--- config.mk ---
export PLATFORM = sky130hd
export DESIGN_NAME = fpu_modes_core
export DESIGN_NICKNAME = d
export VERILOG_FILES = /design/src/common/fpu_pkg.sv /design/src/hw/fpu_modes_core.sv
export SDC_FILE = /design/constraint.sdc
export NUM_CORES = 2
export LEC_CHECK = 0
export BUFFER_PORTS_ARGS = -buffer_cell sky130_fd_sc_hd__buf_2
export CAP_MARGIN = 20
export CELL_PAD_IN_SITES_DETAIL_PLACEMENT = 0
export CELL_PAD_IN_SITES_GLOBAL_PLACEMENT = 1
export CORE_MARGIN = 1.5
export CORE_UTILIZATION = 51
export CTS_CLUSTER_DIAMETER = 80
export DETAILED_ROUTE_END_ITERATION = 7
export PLACE_DENSITY_LB_ADDON = 0.1
export SLEW_MARGIN = 20
export SYNTH_ARGS = -nofsm -noshare
export SYNTH_HDL_FRONTEND = slang
export SYNTH_SLANG_ARGS = --single-unit
--- constraint.sdc ---
create_clock -name SYS_CLK_IN -period 9.59 [get_ports SYS_CLK_IN]
set_input_delay 1.918 -clock SYS_CLK_IN [delete_from_list [all_inputs] [get_ports SYS_CLK_IN]]
set_output_delay 1.918 -clock SYS_CLK_IN [all_outputs]
set_load 0.02 [all_outputs]
--- src/common/fpu_pkg.sv ---
/*
  Constants, field layouts and carrier types shared by the floating point
  mode and exception block. Assumes a 32-bit classic Wishbone register bus
  with byte addresses and one register per aligned word.
*/
`default_nettype none

package fpu_pkg;

  // ==========================================================
  // register map (byte offsets)
  localparam logic [7:0] OFS_MODE_STATUS = 8'h00;
  localparam logic [7:0] OFS_EXC_CODE = 8'h04;
  localparam logic [7:0] OFS_COMMAND = 8'h08;
  localparam logic [7:0] OFS_OPND_HI = 8'h0c;
  localparam logic [7:0] OFS_OPND_LO = 8'h10;
  localparam logic [7:0] OFS_RESULT_HI = 8'h14;
  localparam logic [7:0] OFS_RESULT_LO = 8'h18;
  localparam logic [7:0] OFS_UNIT_INFO = 8'h1c;

  // ==========================================================
  // mode/status bit positions and reset values
  localparam int BIT_ERR_FLAG = 15;
  localparam int BIT_ALL_INT_DIS = 14;
  localparam int BIT_UNDEF_VAR_EN = 11;
  localparam int BIT_UNDERFLOW_EN = 10;
  localparam int BIT_OVERFLOW_EN = 9;
  localparam int BIT_CONV_ERR_EN = 8;
  localparam int BIT_DOUBLE_MODE = 7;
  localparam int BIT_LONG_INT_MODE = 6;
  localparam int BIT_TRUNCATE_MODE = 5;
  localparam int BIT_MAINT_MODE = 4;
  localparam int BIT_NEG_FLAG = 3;
  localparam int BIT_ZERO_FLAG = 2;
  localparam int BIT_OVF_FLAG = 1;
  localparam int BIT_CARRY_FLAG = 0;
  localparam logic [15:0] STATUS_WR_MASK = 16'hcfff;
  localparam logic [15:0] STATUS_RESET = 16'h0000;
  localparam logic [3:0] EXC_CODE_RESET = 4'h0;

  // ==========================================================
  // exception codes, trap vector, format constants
  localparam logic [3:0] EXC_NONE = 4'h0;
  localparam logic [3:0] EXC_OPCODE = 4'h2;
  localparam logic [3:0] EXC_DIV_ZERO = 4'h4;
  localparam logic [3:0] EXC_INT_CONV = 4'h6;
  localparam logic [3:0] EXC_OVERFLOW = 4'h8;
  localparam logic [3:0] EXC_UNDERFLOW = 4'ha;
  localparam logic [3:0] EXC_UNDEF_VAR = 4'hc;
  localparam logic [3:0] EXC_MAINT = 4'he;
  localparam logic [7:0] TRAP_VECTOR = 8'hf4;
  localparam logic [7:0] EXP_BIAS = 8'h80;
  localparam logic [5:0] SHORT_INT_BITS = 6'h0f;
  localparam logic [5:0] LONG_INT_BITS = 6'h1f;
  localparam logic [3:0] STEP_SINGLE = 4'h4;
  localparam logic [3:0] STEP_DOUBLE = 4'h8;
  localparam logic [2:0] MODE_DIRECT_ACC = 3'h0;
  localparam logic [2:0] MODE_AUTO_INC = 3'h2;
  localparam logic [2:0] REG_PROG_COUNTER = 3'h7;
  localparam logic [2:0] NUM_MEM_ACC = 3'h4;

  // ==========================================================
  // operations
  localparam logic [2:0] OP_LOAD = 3'h0;
  localparam logic [2:0] OP_STORE = 3'h1;
  localparam logic [2:0] OP_NEGATE = 3'h2;
  localparam logic [2:0] OP_STORE_CONV_INT = 3'h3;
  localparam logic [2:0] OP_SCALE = 3'h4;
  localparam logic [2:0] OP_DBL_TO_SGL = 3'h5;

  typedef struct packed {
    logic [7:0] scale;
    logic [3:0] spare;
    logic [2:0] rn;
    logic [2:0] mode;
    logic [2:0] ac;
    logic [2:0] op;
  } fpu_cmd_t;

  typedef enum logic [0:0] {
    FPU_IDLE = 1'b0,
    FPU_EXEC = 1'b1
  } fpu_state_t;

endpackage : fpu_pkg

`default_nettype wire

--- src/hw/fpu_modes_core.sv ---
/*
  Floating point unit state: six 64-bit accumulators, the mode and status
  register, the exception code register and a one-cycle operation engine
  for load, store, negate, float-to-integer store, exponent scale and
  double-to-single conversion. Assumes a classic Wishbone master that
  holds each request until ack and a host that waits while the unit is busy.
*/
`timescale 1ns/100ps
`default_nettype none

// What this block does
// - six 64-bit accumulators; single precision touches only the upper 32 bits
// - direct mode names any accumulator; memory modes only the first four
// - single values use 32 bits, double values 64 bits
// - exponent is 8 bits biased by 128
// - sign-magnitude fraction, hidden one, 23 or 55 stored bits
// - a zero exponent field means the value zero
// - rounding goes away from zero
// - status bit 6 picks 32-bit or 16-bit integers for conversion
// - status bit 15 flags an exception whose own enable was set
// - status bit 14 suppresses every floating interrupt
// - bit 11 traps on negative zero fetched from memory, else accepted
// - bit 10 traps underflow with wrapped exponent, else result is zero
// - bit 9 traps overflow; the result is the same either way
// - conversion carry writes zero to the destination; traps only with bit 8
// - status bit 7 selects double precision
// - status bit 5 selects truncation over rounding
// - status bit 4 selects maintenance mode instead of normal work
// - bits 3..0 hold negative, zero, overflow and conversion carry
// - every floating exception traps through vector 244
// - a trap loads the 4-bit exception code register
// - eight addressing modes; mode 0 names an accumulator
// - auto step is 4 for single and 8 for double operands
// - immediate mode moves only 16 bits
module fpu_modes_core
  import fpu_pkg::*;
#(
  parameter int NUM_ACC = 6
) (
  input wire logic SYS_CLK_IN,
  input wire logic RST_IN,
  input wire logic WB_CYC_IN,
  input wire logic WB_STB_IN,
  input wire logic WB_WE_IN,
  input wire logic [7:0] WB_ADR_IN,
  input wire logic [3:0] WB_SEL_IN,
  input wire logic [31:0] WB_DAT_IN,
  output logic [31:0] WB_DAT_OUT,
  output logic WB_ACK_OUT,
  output logic BUSY_OUT,
  output logic TRAP_OUT,
  output logic [7:0] TRAP_VECTOR_OUT
);

  // ==========================================================
  // state
  logic [63:0] acc_reg [NUM_ACC];
  logic [15:0] status_reg;
  logic [3:0] exc_code_reg;
  fpu_cmd_t cmd_reg;
  fpu_state_t state_reg;
  logic [31:0] opnd_hi_reg, opnd_lo_reg, res_hi_reg, res_lo_reg;
  logic ack_reg;

  // ==========================================================
  // bus decode
  logic wb_req, wb_wr;
  logic [31:0] wmask, rdata;
  assign wb_req = WB_CYC_IN && WB_STB_IN;
  // writes land on the edge at which the master samples ack
  assign wb_wr = wb_req && WB_WE_IN && ack_reg;
  assign wmask = {{8{WB_SEL_IN[3]}}, {8{WB_SEL_IN[2]}}, {8{WB_SEL_IN[1]}}, {8{WB_SEL_IN[0]}}};

  // read mux; unmapped offsets read as zero
  always_comb
  begin
    rdata = 32'h0;
    if (WB_ADR_IN == OFS_MODE_STATUS)
      rdata = {16'h0, status_reg};
    else if (WB_ADR_IN == OFS_EXC_CODE)
      rdata = {28'h0, exc_code_reg};
    else if (WB_ADR_IN == OFS_COMMAND)
      rdata = {8'h0, cmd_reg};
    else if (WB_ADR_IN == OFS_OPND_HI)
      rdata = opnd_hi_reg;
    else if (WB_ADR_IN == OFS_OPND_LO)
      rdata = opnd_lo_reg;
    else if (WB_ADR_IN == OFS_RESULT_HI)
      rdata = res_hi_reg;
    else if (WB_ADR_IN == OFS_RESULT_LO)
      rdata = res_lo_reg;
    else if (WB_ADR_IN == OFS_UNIT_INFO)
      rdata = {20'h0, (status_reg[BIT_DOUBLE_MODE] ? STEP_DOUBLE : STEP_SINGLE), 7'h0,
               BUSY_OUT};
  end

  // ack one cycle after the request, dropped the cycle after
  always_ff @(posedge SYS_CLK_IN)
  begin
    if (RST_IN)
    begin
      ack_reg <= 1'b0;
      WB_DAT_OUT <= 32'h0;
    end
    else
    begin
      ack_reg <= wb_req && !ack_reg;
      if (wb_req && !ack_reg)
        WB_DAT_OUT <= rdata;
    end
  end
  assign WB_ACK_OUT = ack_reg;

  // operand registers written by software
  always_ff @(posedge SYS_CLK_IN)
  begin
    if (RST_IN)
    begin
      opnd_hi_reg <= 32'h0;
      opnd_lo_reg <= 32'h0;
    end
    else if (wb_wr && WB_ADR_IN == OFS_OPND_HI)
      opnd_hi_reg <= (opnd_hi_reg & ~wmask) | (WB_DAT_IN & wmask);
    else if (wb_wr && WB_ADR_IN == OFS_OPND_LO)
      opnd_lo_reg <= (opnd_lo_reg & ~wmask) | (WB_DAT_IN & wmask);
  end

  // ==========================================================
  // operation datapath
  logic dbl, ft, maint, is_mem, imm, ac_ok, rn_ok, neg_zero, src_dbl;
  logic [63:0] acc_a, acc_p, acc_r, src, value;
  logic [3:0] exc;
  logic exc_en, wr_acc, wr_single, wr_res, cc_we, new_v, new_c, uflow, oflow;
  logic [2:0] wr_idx;
  logic [63:0] res_data;
  logic [9:0] sum10;
  logic [31:0] rnd, m32, mag, intv;
  logic [8:0] texp;
  logic [5:0] lim;
  logic [15:0] st_next;

  always_comb
  begin
    dbl = status_reg[BIT_DOUBLE_MODE];
    ft = status_reg[BIT_TRUNCATE_MODE];
    maint = status_reg[BIT_MAINT_MODE];
    is_mem = cmd_reg.mode != MODE_DIRECT_ACC;
    imm = cmd_reg.mode == MODE_AUTO_INC && cmd_reg.rn == REG_PROG_COUNTER;
    ac_ok = 32'(cmd_reg.ac) < NUM_ACC;
    rn_ok = 32'(cmd_reg.rn) < NUM_ACC;
    acc_a = ac_ok ? acc_reg[cmd_reg.ac] : 64'h0;
    acc_r = rn_ok ? acc_reg[cmd_reg.rn] : 64'h0;
    acc_p = dbl ? acc_a : {acc_a[63:32], 32'h0};
    src_dbl = dbl || cmd_reg.op == OP_DBL_TO_SGL;
    // fetch the source operand by addressing mode
    if (!is_mem)
      src = src_dbl ? acc_r : {acc_r[63:32], 32'h0};
    else if (imm)
      src = {opnd_hi_reg[31:16], 48'h0};
    else
      src = {opnd_hi_reg, src_dbl ? opnd_lo_reg : 32'h0};
    neg_zero = is_mem && src[63] && src[62:55] == 8'h0;
    exc = EXC_NONE;
    wr_acc = 1'b0;
    wr_single = !dbl;
    wr_idx = cmd_reg.ac;
    wr_res = 1'b0;
    cc_we = 1'b0;
    new_v = 1'b0;
    new_c = 1'b0;
    uflow = 1'b0;
    oflow = 1'b0;
    value = 64'h0;
    sum10 = 10'h0;
    rnd = 32'h0;
    texp = 9'h0;
    lim = status_reg[BIT_LONG_INT_MODE] ? LONG_INT_BITS : SHORT_INT_BITS;
    m32 = {1'b1, acc_p[54:24]};
    mag = 32'h0;
    intv = 32'h0;
    if (maint)
      exc = EXC_MAINT;
    else if (!ac_ok || (is_mem && cmd_reg.ac >= NUM_MEM_ACC) || (!is_mem && !rn_ok)
             || cmd_reg.op > OP_DBL_TO_SGL)
      exc = EXC_OPCODE;
    else
    begin
      case (cmd_reg.op)
        OP_LOAD:
        begin
          if (neg_zero && status_reg[BIT_UNDEF_VAR_EN])
            exc = EXC_UNDEF_VAR;
          else
          begin
            value = (src[62:55] == 8'h0) ? 64'h0 : src;
            wr_acc = 1'b1;
            cc_we = 1'b1;
          end
        end
        OP_STORE:
        begin
          value = acc_p;
          wr_acc = !is_mem;
          wr_idx = cmd_reg.rn;
          wr_res = is_mem;
        end
        OP_NEGATE:
        begin
          if (neg_zero && status_reg[BIT_UNDEF_VAR_EN])
            exc = EXC_UNDEF_VAR;
          else
          begin
            value = (src[62:55] == 8'h0) ? 64'h0 : {~src[63], src[62:0]};
            wr_acc = !is_mem;
            wr_idx = cmd_reg.rn;
            wr_res = is_mem;
            cc_we = 1'b1;
          end
        end
        OP_STORE_CONV_INT:
        begin
          texp = {1'b0, acc_p[62:55]} - {1'b0, EXP_BIAS};
          if (acc_p[62:55] <= EXP_BIAS)
            mag = 32'h0; // below one, or zero
          else if (texp[5:0] > lim || texp[8:6] != 3'h0)
            new_c = 1'b1;
          else
            mag = m32 >> (6'h20 - texp[5:0]);
          intv = acc_p[63] ? (32'h0 - mag) : mag;
          if (!status_reg[BIT_LONG_INT_MODE])
            intv = {{16{intv[15]}}, intv[15:0]};
          if (new_c)
          begin
            intv = 32'h0;
            exc = EXC_INT_CONV;
          end
          value = {intv, 32'h0};
          wr_res = 1'b1;
          cc_we = 1'b1;
        end
        OP_SCALE:
        begin
          sum10 = {2'b00, acc_p[62:55]} + {{2{cmd_reg.scale[7]}}, cmd_reg.scale};
          if (acc_p[62:55] != 8'h0)
          begin
            oflow = !sum10[9] && sum10[8];
            uflow = sum10[9] || sum10 == 10'h0;
            // the exponent wraps modulo 256 when out of range
            value = {acc_p[63], sum10[7:0], acc_p[54:0]};
            if (uflow && !status_reg[BIT_UNDERFLOW_EN])
              value = 64'h0;
          end
          if (oflow)
            exc = EXC_OVERFLOW;
          else if (uflow)
            exc = EXC_UNDERFLOW;
          new_v = oflow;
          wr_acc = 1'b1;
          cc_we = 1'b1;
        end
        default:
        begin
          if (neg_zero && status_reg[BIT_UNDEF_VAR_EN])
            exc = EXC_UNDEF_VAR;
          else
          begin
            // round half away from zero unless truncating
            rnd = {1'b0, src[62:32]} + {31'h0, !ft && src[31]};
            oflow = rnd[31];
            value = (src[62:55] == 8'h0) ? 64'h0 : {src[63], rnd[30:0], 32'h0};
            exc = oflow ? EXC_OVERFLOW : EXC_NONE;
            new_v = oflow;
            wr_acc = 1'b1;
            wr_single = 1'b1;
            cc_we = 1'b1;
          end
        end
      endcase
    end
    // immediate stores move only the top 16 bits
    res_data = imm ? {value[63:48], 48'h0} : value;
    case (exc)
      EXC_UNDEF_VAR: exc_en = status_reg[BIT_UNDEF_VAR_EN];
      EXC_UNDERFLOW: exc_en = status_reg[BIT_UNDERFLOW_EN];
      EXC_OVERFLOW: exc_en = status_reg[BIT_OVERFLOW_EN];
      EXC_INT_CONV: exc_en = status_reg[BIT_CONV_ERR_EN];
      EXC_NONE: exc_en = 1'b0;
      default: exc_en = 1'b1;
    endcase
  end

  // ==========================================================
  // sequencer: a command is taken only while idle
  always_ff @(posedge SYS_CLK_IN)
  begin
    if (RST_IN)
    begin
      state_reg <= FPU_IDLE;
      cmd_reg <= '0;
      BUSY_OUT <= 1'b0;
    end
    else
    begin
      case (state_reg)
        FPU_IDLE:
        begin
          // a command written while busy is dropped; the host must wait
          if (wb_wr && WB_ADR_IN == OFS_COMMAND)
          begin
            cmd_reg <= fpu_cmd_t'(WB_DAT_IN[23:0]);
            state_reg <= FPU_EXEC;
            BUSY_OUT <= 1'b1;
          end
        end
        default:
        begin
          state_reg <= FPU_IDLE;
          BUSY_OUT <= 1'b0;
        end
      endcase
    end
  end

  // accumulator file
  always_ff @(posedge SYS_CLK_IN)
  begin
    if (RST_IN)
    begin
      for (int i = 0; i < NUM_ACC; i++)
        acc_reg[i] <= 64'h0;
    end
    else if (state_reg == FPU_EXEC && wr_acc)
    begin
      if (wr_single)
        acc_reg[wr_idx][63:32] <= value[63:32];
      else
        acc_reg[wr_idx] <= value;
    end
  end

  // result registers seen by the host
  always_ff @(posedge SYS_CLK_IN)
  begin
    if (RST_IN)
    begin
      res_hi_reg <= 32'h0;
      res_lo_reg <= 32'h0;
    end
    else if (state_reg == FPU_EXEC && wr_res)
    begin
      if (cmd_reg.op == OP_STORE_CONV_INT)
        res_lo_reg <= res_data[63:32];
      else
      begin
        res_hi_reg <= res_data[63:32];
        res_lo_reg <= (dbl && !imm) ? res_data[31:0] : 32'h0;
      end
    end
  end

  // mode/status and exception code; hardware set of the error flag wins
  always_comb
  begin
    st_next = status_reg;
    if (wb_wr && WB_ADR_IN == OFS_MODE_STATUS)
      st_next = (status_reg & ~(wmask[15:0] & STATUS_WR_MASK))
                | (WB_DAT_IN[15:0] & wmask[15:0] & STATUS_WR_MASK);
  end

  always_ff @(posedge SYS_CLK_IN)
  begin
    if (RST_IN)
    begin
      status_reg <= STATUS_RESET;
      exc_code_reg <= EXC_CODE_RESET;
      TRAP_OUT <= 1'b0;
      TRAP_VECTOR_OUT <= TRAP_VECTOR;
    end
    else
    begin
      status_reg <= st_next;
      TRAP_OUT <= 1'b0;
      TRAP_VECTOR_OUT <= TRAP_VECTOR;
      if (state_reg == FPU_EXEC)
      begin
        if (cc_we)
        begin
          status_reg[BIT_NEG_FLAG] <= value[63] && value[62:55] != 8'h0;
          status_reg[BIT_ZERO_FLAG] <= (cmd_reg.op == OP_STORE_CONV_INT) ?
                                       intv == 32'h0 : value[62:55] == 8'h0;
          status_reg[BIT_OVF_FLAG] <= new_v;
          status_reg[BIT_CARRY_FLAG] <= new_c;
          if (cmd_reg.op == OP_STORE_CONV_INT)
            status_reg[BIT_NEG_FLAG] <= intv[31];
        end
        if (exc_en)
        begin
          status_reg[BIT_ERR_FLAG] <= 1'b1;
          if (!status_reg[BIT_ALL_INT_DIS])
          begin
            TRAP_OUT <= 1'b1;
            exc_code_reg <= exc;
          end
        end
      end
    end
  end
endmodule : fpu_modes_core

`default_nettype wire

==> impl_metrics.toml <==
[cts]
clock_path_buffers = 3
cts_setup_buffers = 0
ctsResizeCount = 0
clkTransAtPathRegs_ns = 0.06
cts-root-buf = "clkbuf_16"
clock_latency_ns = 0.66
cts_tree = "done"
cts_sinks = 723
cts_buffers = 82
htree_num_levels = 3
cts-hold-fix-buffers = 0

[sta]
rsz0062_at_grt = "no"
setup_viol = 0
setup_ws_ns = 1.147
clock_skew_ns = 0.05949
fmax_mhz = 118.4
slew_headroom_pct = -3.657
hold_viol = 0
tightest_slew_ns = 1.541
final_max_slew_viol_count = 3
finalCritPeriodShare_pct = 88.04
setup_tns_ns = 0
min_period_ns = 8.443

[place]
placedCellCount = 5122
detailedPlace.worstSlack_ns = 1.650
port_buffers = 83
gp_congestion = 1.038
hpwl_um = 117700

[final_layout]
nFillCells = 7272
layout_commonest_cell = "nor2_1"
stdcell_count = 5273
nets = 4200
drive_gt1_share_pct = 16.19
area_growth_pct = 10.51
final_cell_mix = "603 x nor2_1, 512 x edfxtp_1, 363 x nand2_1, 288 x a21oi_1, 261 x mux2i_1"

[yosys]
synth_edf_count = 512
async_reset_ff_share_pct = 0
synth_area_mm2 = 0.04257
synthXorXnorAreaFrac_pct = 0.7612
synth_top_family_by_area = "multiplexers"
synth_area_per_cell_um2 = 10.50
synthCells = 4053
synth_ff_type = "edfxtp_1"
muxShareOfSynthArea_pct = 19.63
yosysSeqAreaShare_pct = 46.04
synth_compound_area_share_pct = 13.85
ys_ff_latch = 723
synth-simple-area-share_pct = 14.99
synthAdderAreaFrac_pct = 0.4350
ys_warn_count = 0
synth_cell_types = 109

[power_and_ir_drop]
p_clk_share_pct = 44.4
peakVddDrop_v = 0.0001505
p_leak_nw = 16.33
switching_share_pct = 24.24
pwr-share-seq_pct = 48.9
powerDensity_mw_per_mm2 = 150.3
p_int_mw = 5.356
p_sw_mw = 1.714
power_frac_comb_pct = 6.8

[die]
rows = 105
fp.dieW_um = 291.9
dieArea_mm2 = 0.08522
coreArea_mm2 = 0.08237
initial_utilization_pct = 51.68
io_pins = 92
die_y_um = 291.9

[routing]
firstDrtPassIters = 7
drt-initial-drc-count = 5494
totalWireLength_um = 169200
vias = 36269
wl_per_cell_um = 32.08
drc = 0
ant_nets = 0
avgViaCountPerCell = 6.878

[critical_path]
crit_type = "flip-flop to flip-flop"
cpMostUsedCell = "or3_1"
path_delay_family = "simple AND/OR/NAND/NOR gates"
cp_num_buf_inv = 3
path_cells = "buf_12 > buf_4 > mux4_2 > or3_1 > o311ai_1 > o311a_1 > nand4_1 > a211oi_1 > or3_1 > nor2_1 > and4_1 > nor4_1 > a31oi_1 > nand2_1 > inv_1"
critPathMaxFanout = 124
start_kind = "flip-flop"
cp-end-kind = "flip-flop"
crit_required_ns = 9.97
worstPathArrival_ns = 8.82
cp_slowest_cell = "nor4_1"
crit_path_max_incr_delay_ns = 1.26

[global_route]
antenna_found_initial = 8
grt_usage_pct = 39.29
grt_use_met2_pct = 55.00
overflow = 0
grt_pass1_wl_um = 243100
use_met1_pct = 56.42
met3_usage_pct = 10.21
grt_max_degree = 125
grt_pass1_vias = 33836
grt-busiest-layer = "met1"

[run]
drv_cap = 1

[status]
status = "complete, but fails checks"
violations = "max-capacitance violations, max-slew violations"

[worst_hold_path]
hold_class = "flip-flop to flip-flop"
[layout make-up]
cell class / count / area [um2] / area share, %
Timing Repair Buffer: 191 / 1271 / 2.702
Multi-Input combinational cell: 3049 / 21830 / 46.40
Tap cell: 1070 / 1339 / 2.846
Antenna cell: 2 / 5.005 / 0.01064
Inverter: 90 / 337.8 / 0.7181
Sequential cell: 723 / 19620 / 41.70
Clock inverter: 44 / 451.7 / 0.9601
Clock buffer: 104 / 2196 / 4.667
[metrics by stage]
| stage | instance area, um2 | util [%] | power [mW] | hold slack, ns |
|---|---|---|---|---|
| after detailed placement | 44370 | 53.86 | 3.979 | 0.4442 |
| after global routing | 47040 | 57.11 | 7.239 | 0.4740 |
| after CTS | 47020 | 57.08 | 7.072 | 0.4525 |
| after global placement | 44360 | 53.86 | 3.978 | 0.4369 |
| final | 47050 | 57.11 | 7.070 | 0.4483 |
| after floorplan | 43080 | - | 3.797 | 0.4338 |
[Yosys cell counts, types with 16 or more instances]
cell	instances	area share, %
a211oi_1	34	0.60
a21o_1	16	0.28
a21oi_1	289	3.4
a221oi_1	22	0.45
a22o_1	24	0.49
a22oi_1	89	1.6
a31oi_1	42	0.62
and2_1	29	0.43
and3_1	33	0.48
buf_1	29	0.26
buf_2	28	0.33
buf_4	27	0.48
clkbuf_1	227	2.0
dfxtp_1	211	9.9
edfxtp_1	512	36
inv_1	87	0.77
mux2_2	61	1.6
mux2i_1	261	6.1
mux4_2	223	12
nand2_1	370	3.3
nand3_1	165	1.9
nand4_1	17	0.25
nor2_1	609	5.4
nor3_1	67	0.79
nor4_1	16	0.24
o211ai_1	19	0.34
o21ai_0	115	1.4
o22ai_1	43	0.63
o31ai_1	18	0.32
or3_1	20	0.29
xnor2_1	26	0.53
[power by group through the flow]
stage          Combinational [mW]  Clock (mW)  Sequential (mW)
6_report                    0.479        3.14             3.45
5_1_grt                     0.496        3.28             3.46
4_1_cts                     0.461        3.16             3.45
3_5_place_dp                0.459           0             3.52
3_3_place_gp                0.463           0             3.51
2_1_floorplan               0.288           0             3.51
[worst register-to-register path, stage by stage (launching register included)]
cell and delay (ns):
dfxtp_4 0.73, buf_12 0.65, buf_4 1.22, mux4_2 0.48, or3_1 0.36, o311ai_1 0.22
o311a_1 0.34, nand4_1 0.61, a211oi_1 0.72, or3_1 0.24, nor2_1 0.14, and4_1 0.22
nor4_1 1.26, a31oi_1 0.54, nand2_1 0.35, inv_1 0.11
[logic make-up after synthesis]
| family | count (synthesis) |
|---|---|
| AND/OR/NAND/NOR | 1426 |
| AO/OA/AOI/OAI | 887 |
| flip-flops | 723 |
| multiplexers | 548 |
| buffers and inverters | 415 |
| XOR/XNOR | 37 |
| adder cells (fa/ha/maj) | 15 |
| other | 2 |
[layer usage]
metal / routed length, um / up-vias
met4: 9513 / 8
li1: - / 15403
met2: 70080 / 2434
met5: 49 / -
met1: 67800 / 17977
met3: 21710 / 447
[worst paths after layout]
| path | startpoint | end | slack (ns) | cells past startpoint |
|---|---|---|---|---|
| max | flip-flop | acc_reg[5][43] | 1.15 | 15 |
| min | WB_DAT_OUT[3] | WB_DAT_OUT[3] | 0.45 | 2 |
| max reg2reg | flip-flop | acc_reg[5][43] | 1.15 | 15 |
| min reg2reg | WB_DAT_OUT[3] | WB_DAT_OUT[3] | 0.45 | 2 |
No activity file was read; power rests on OpenSTA's default activity.
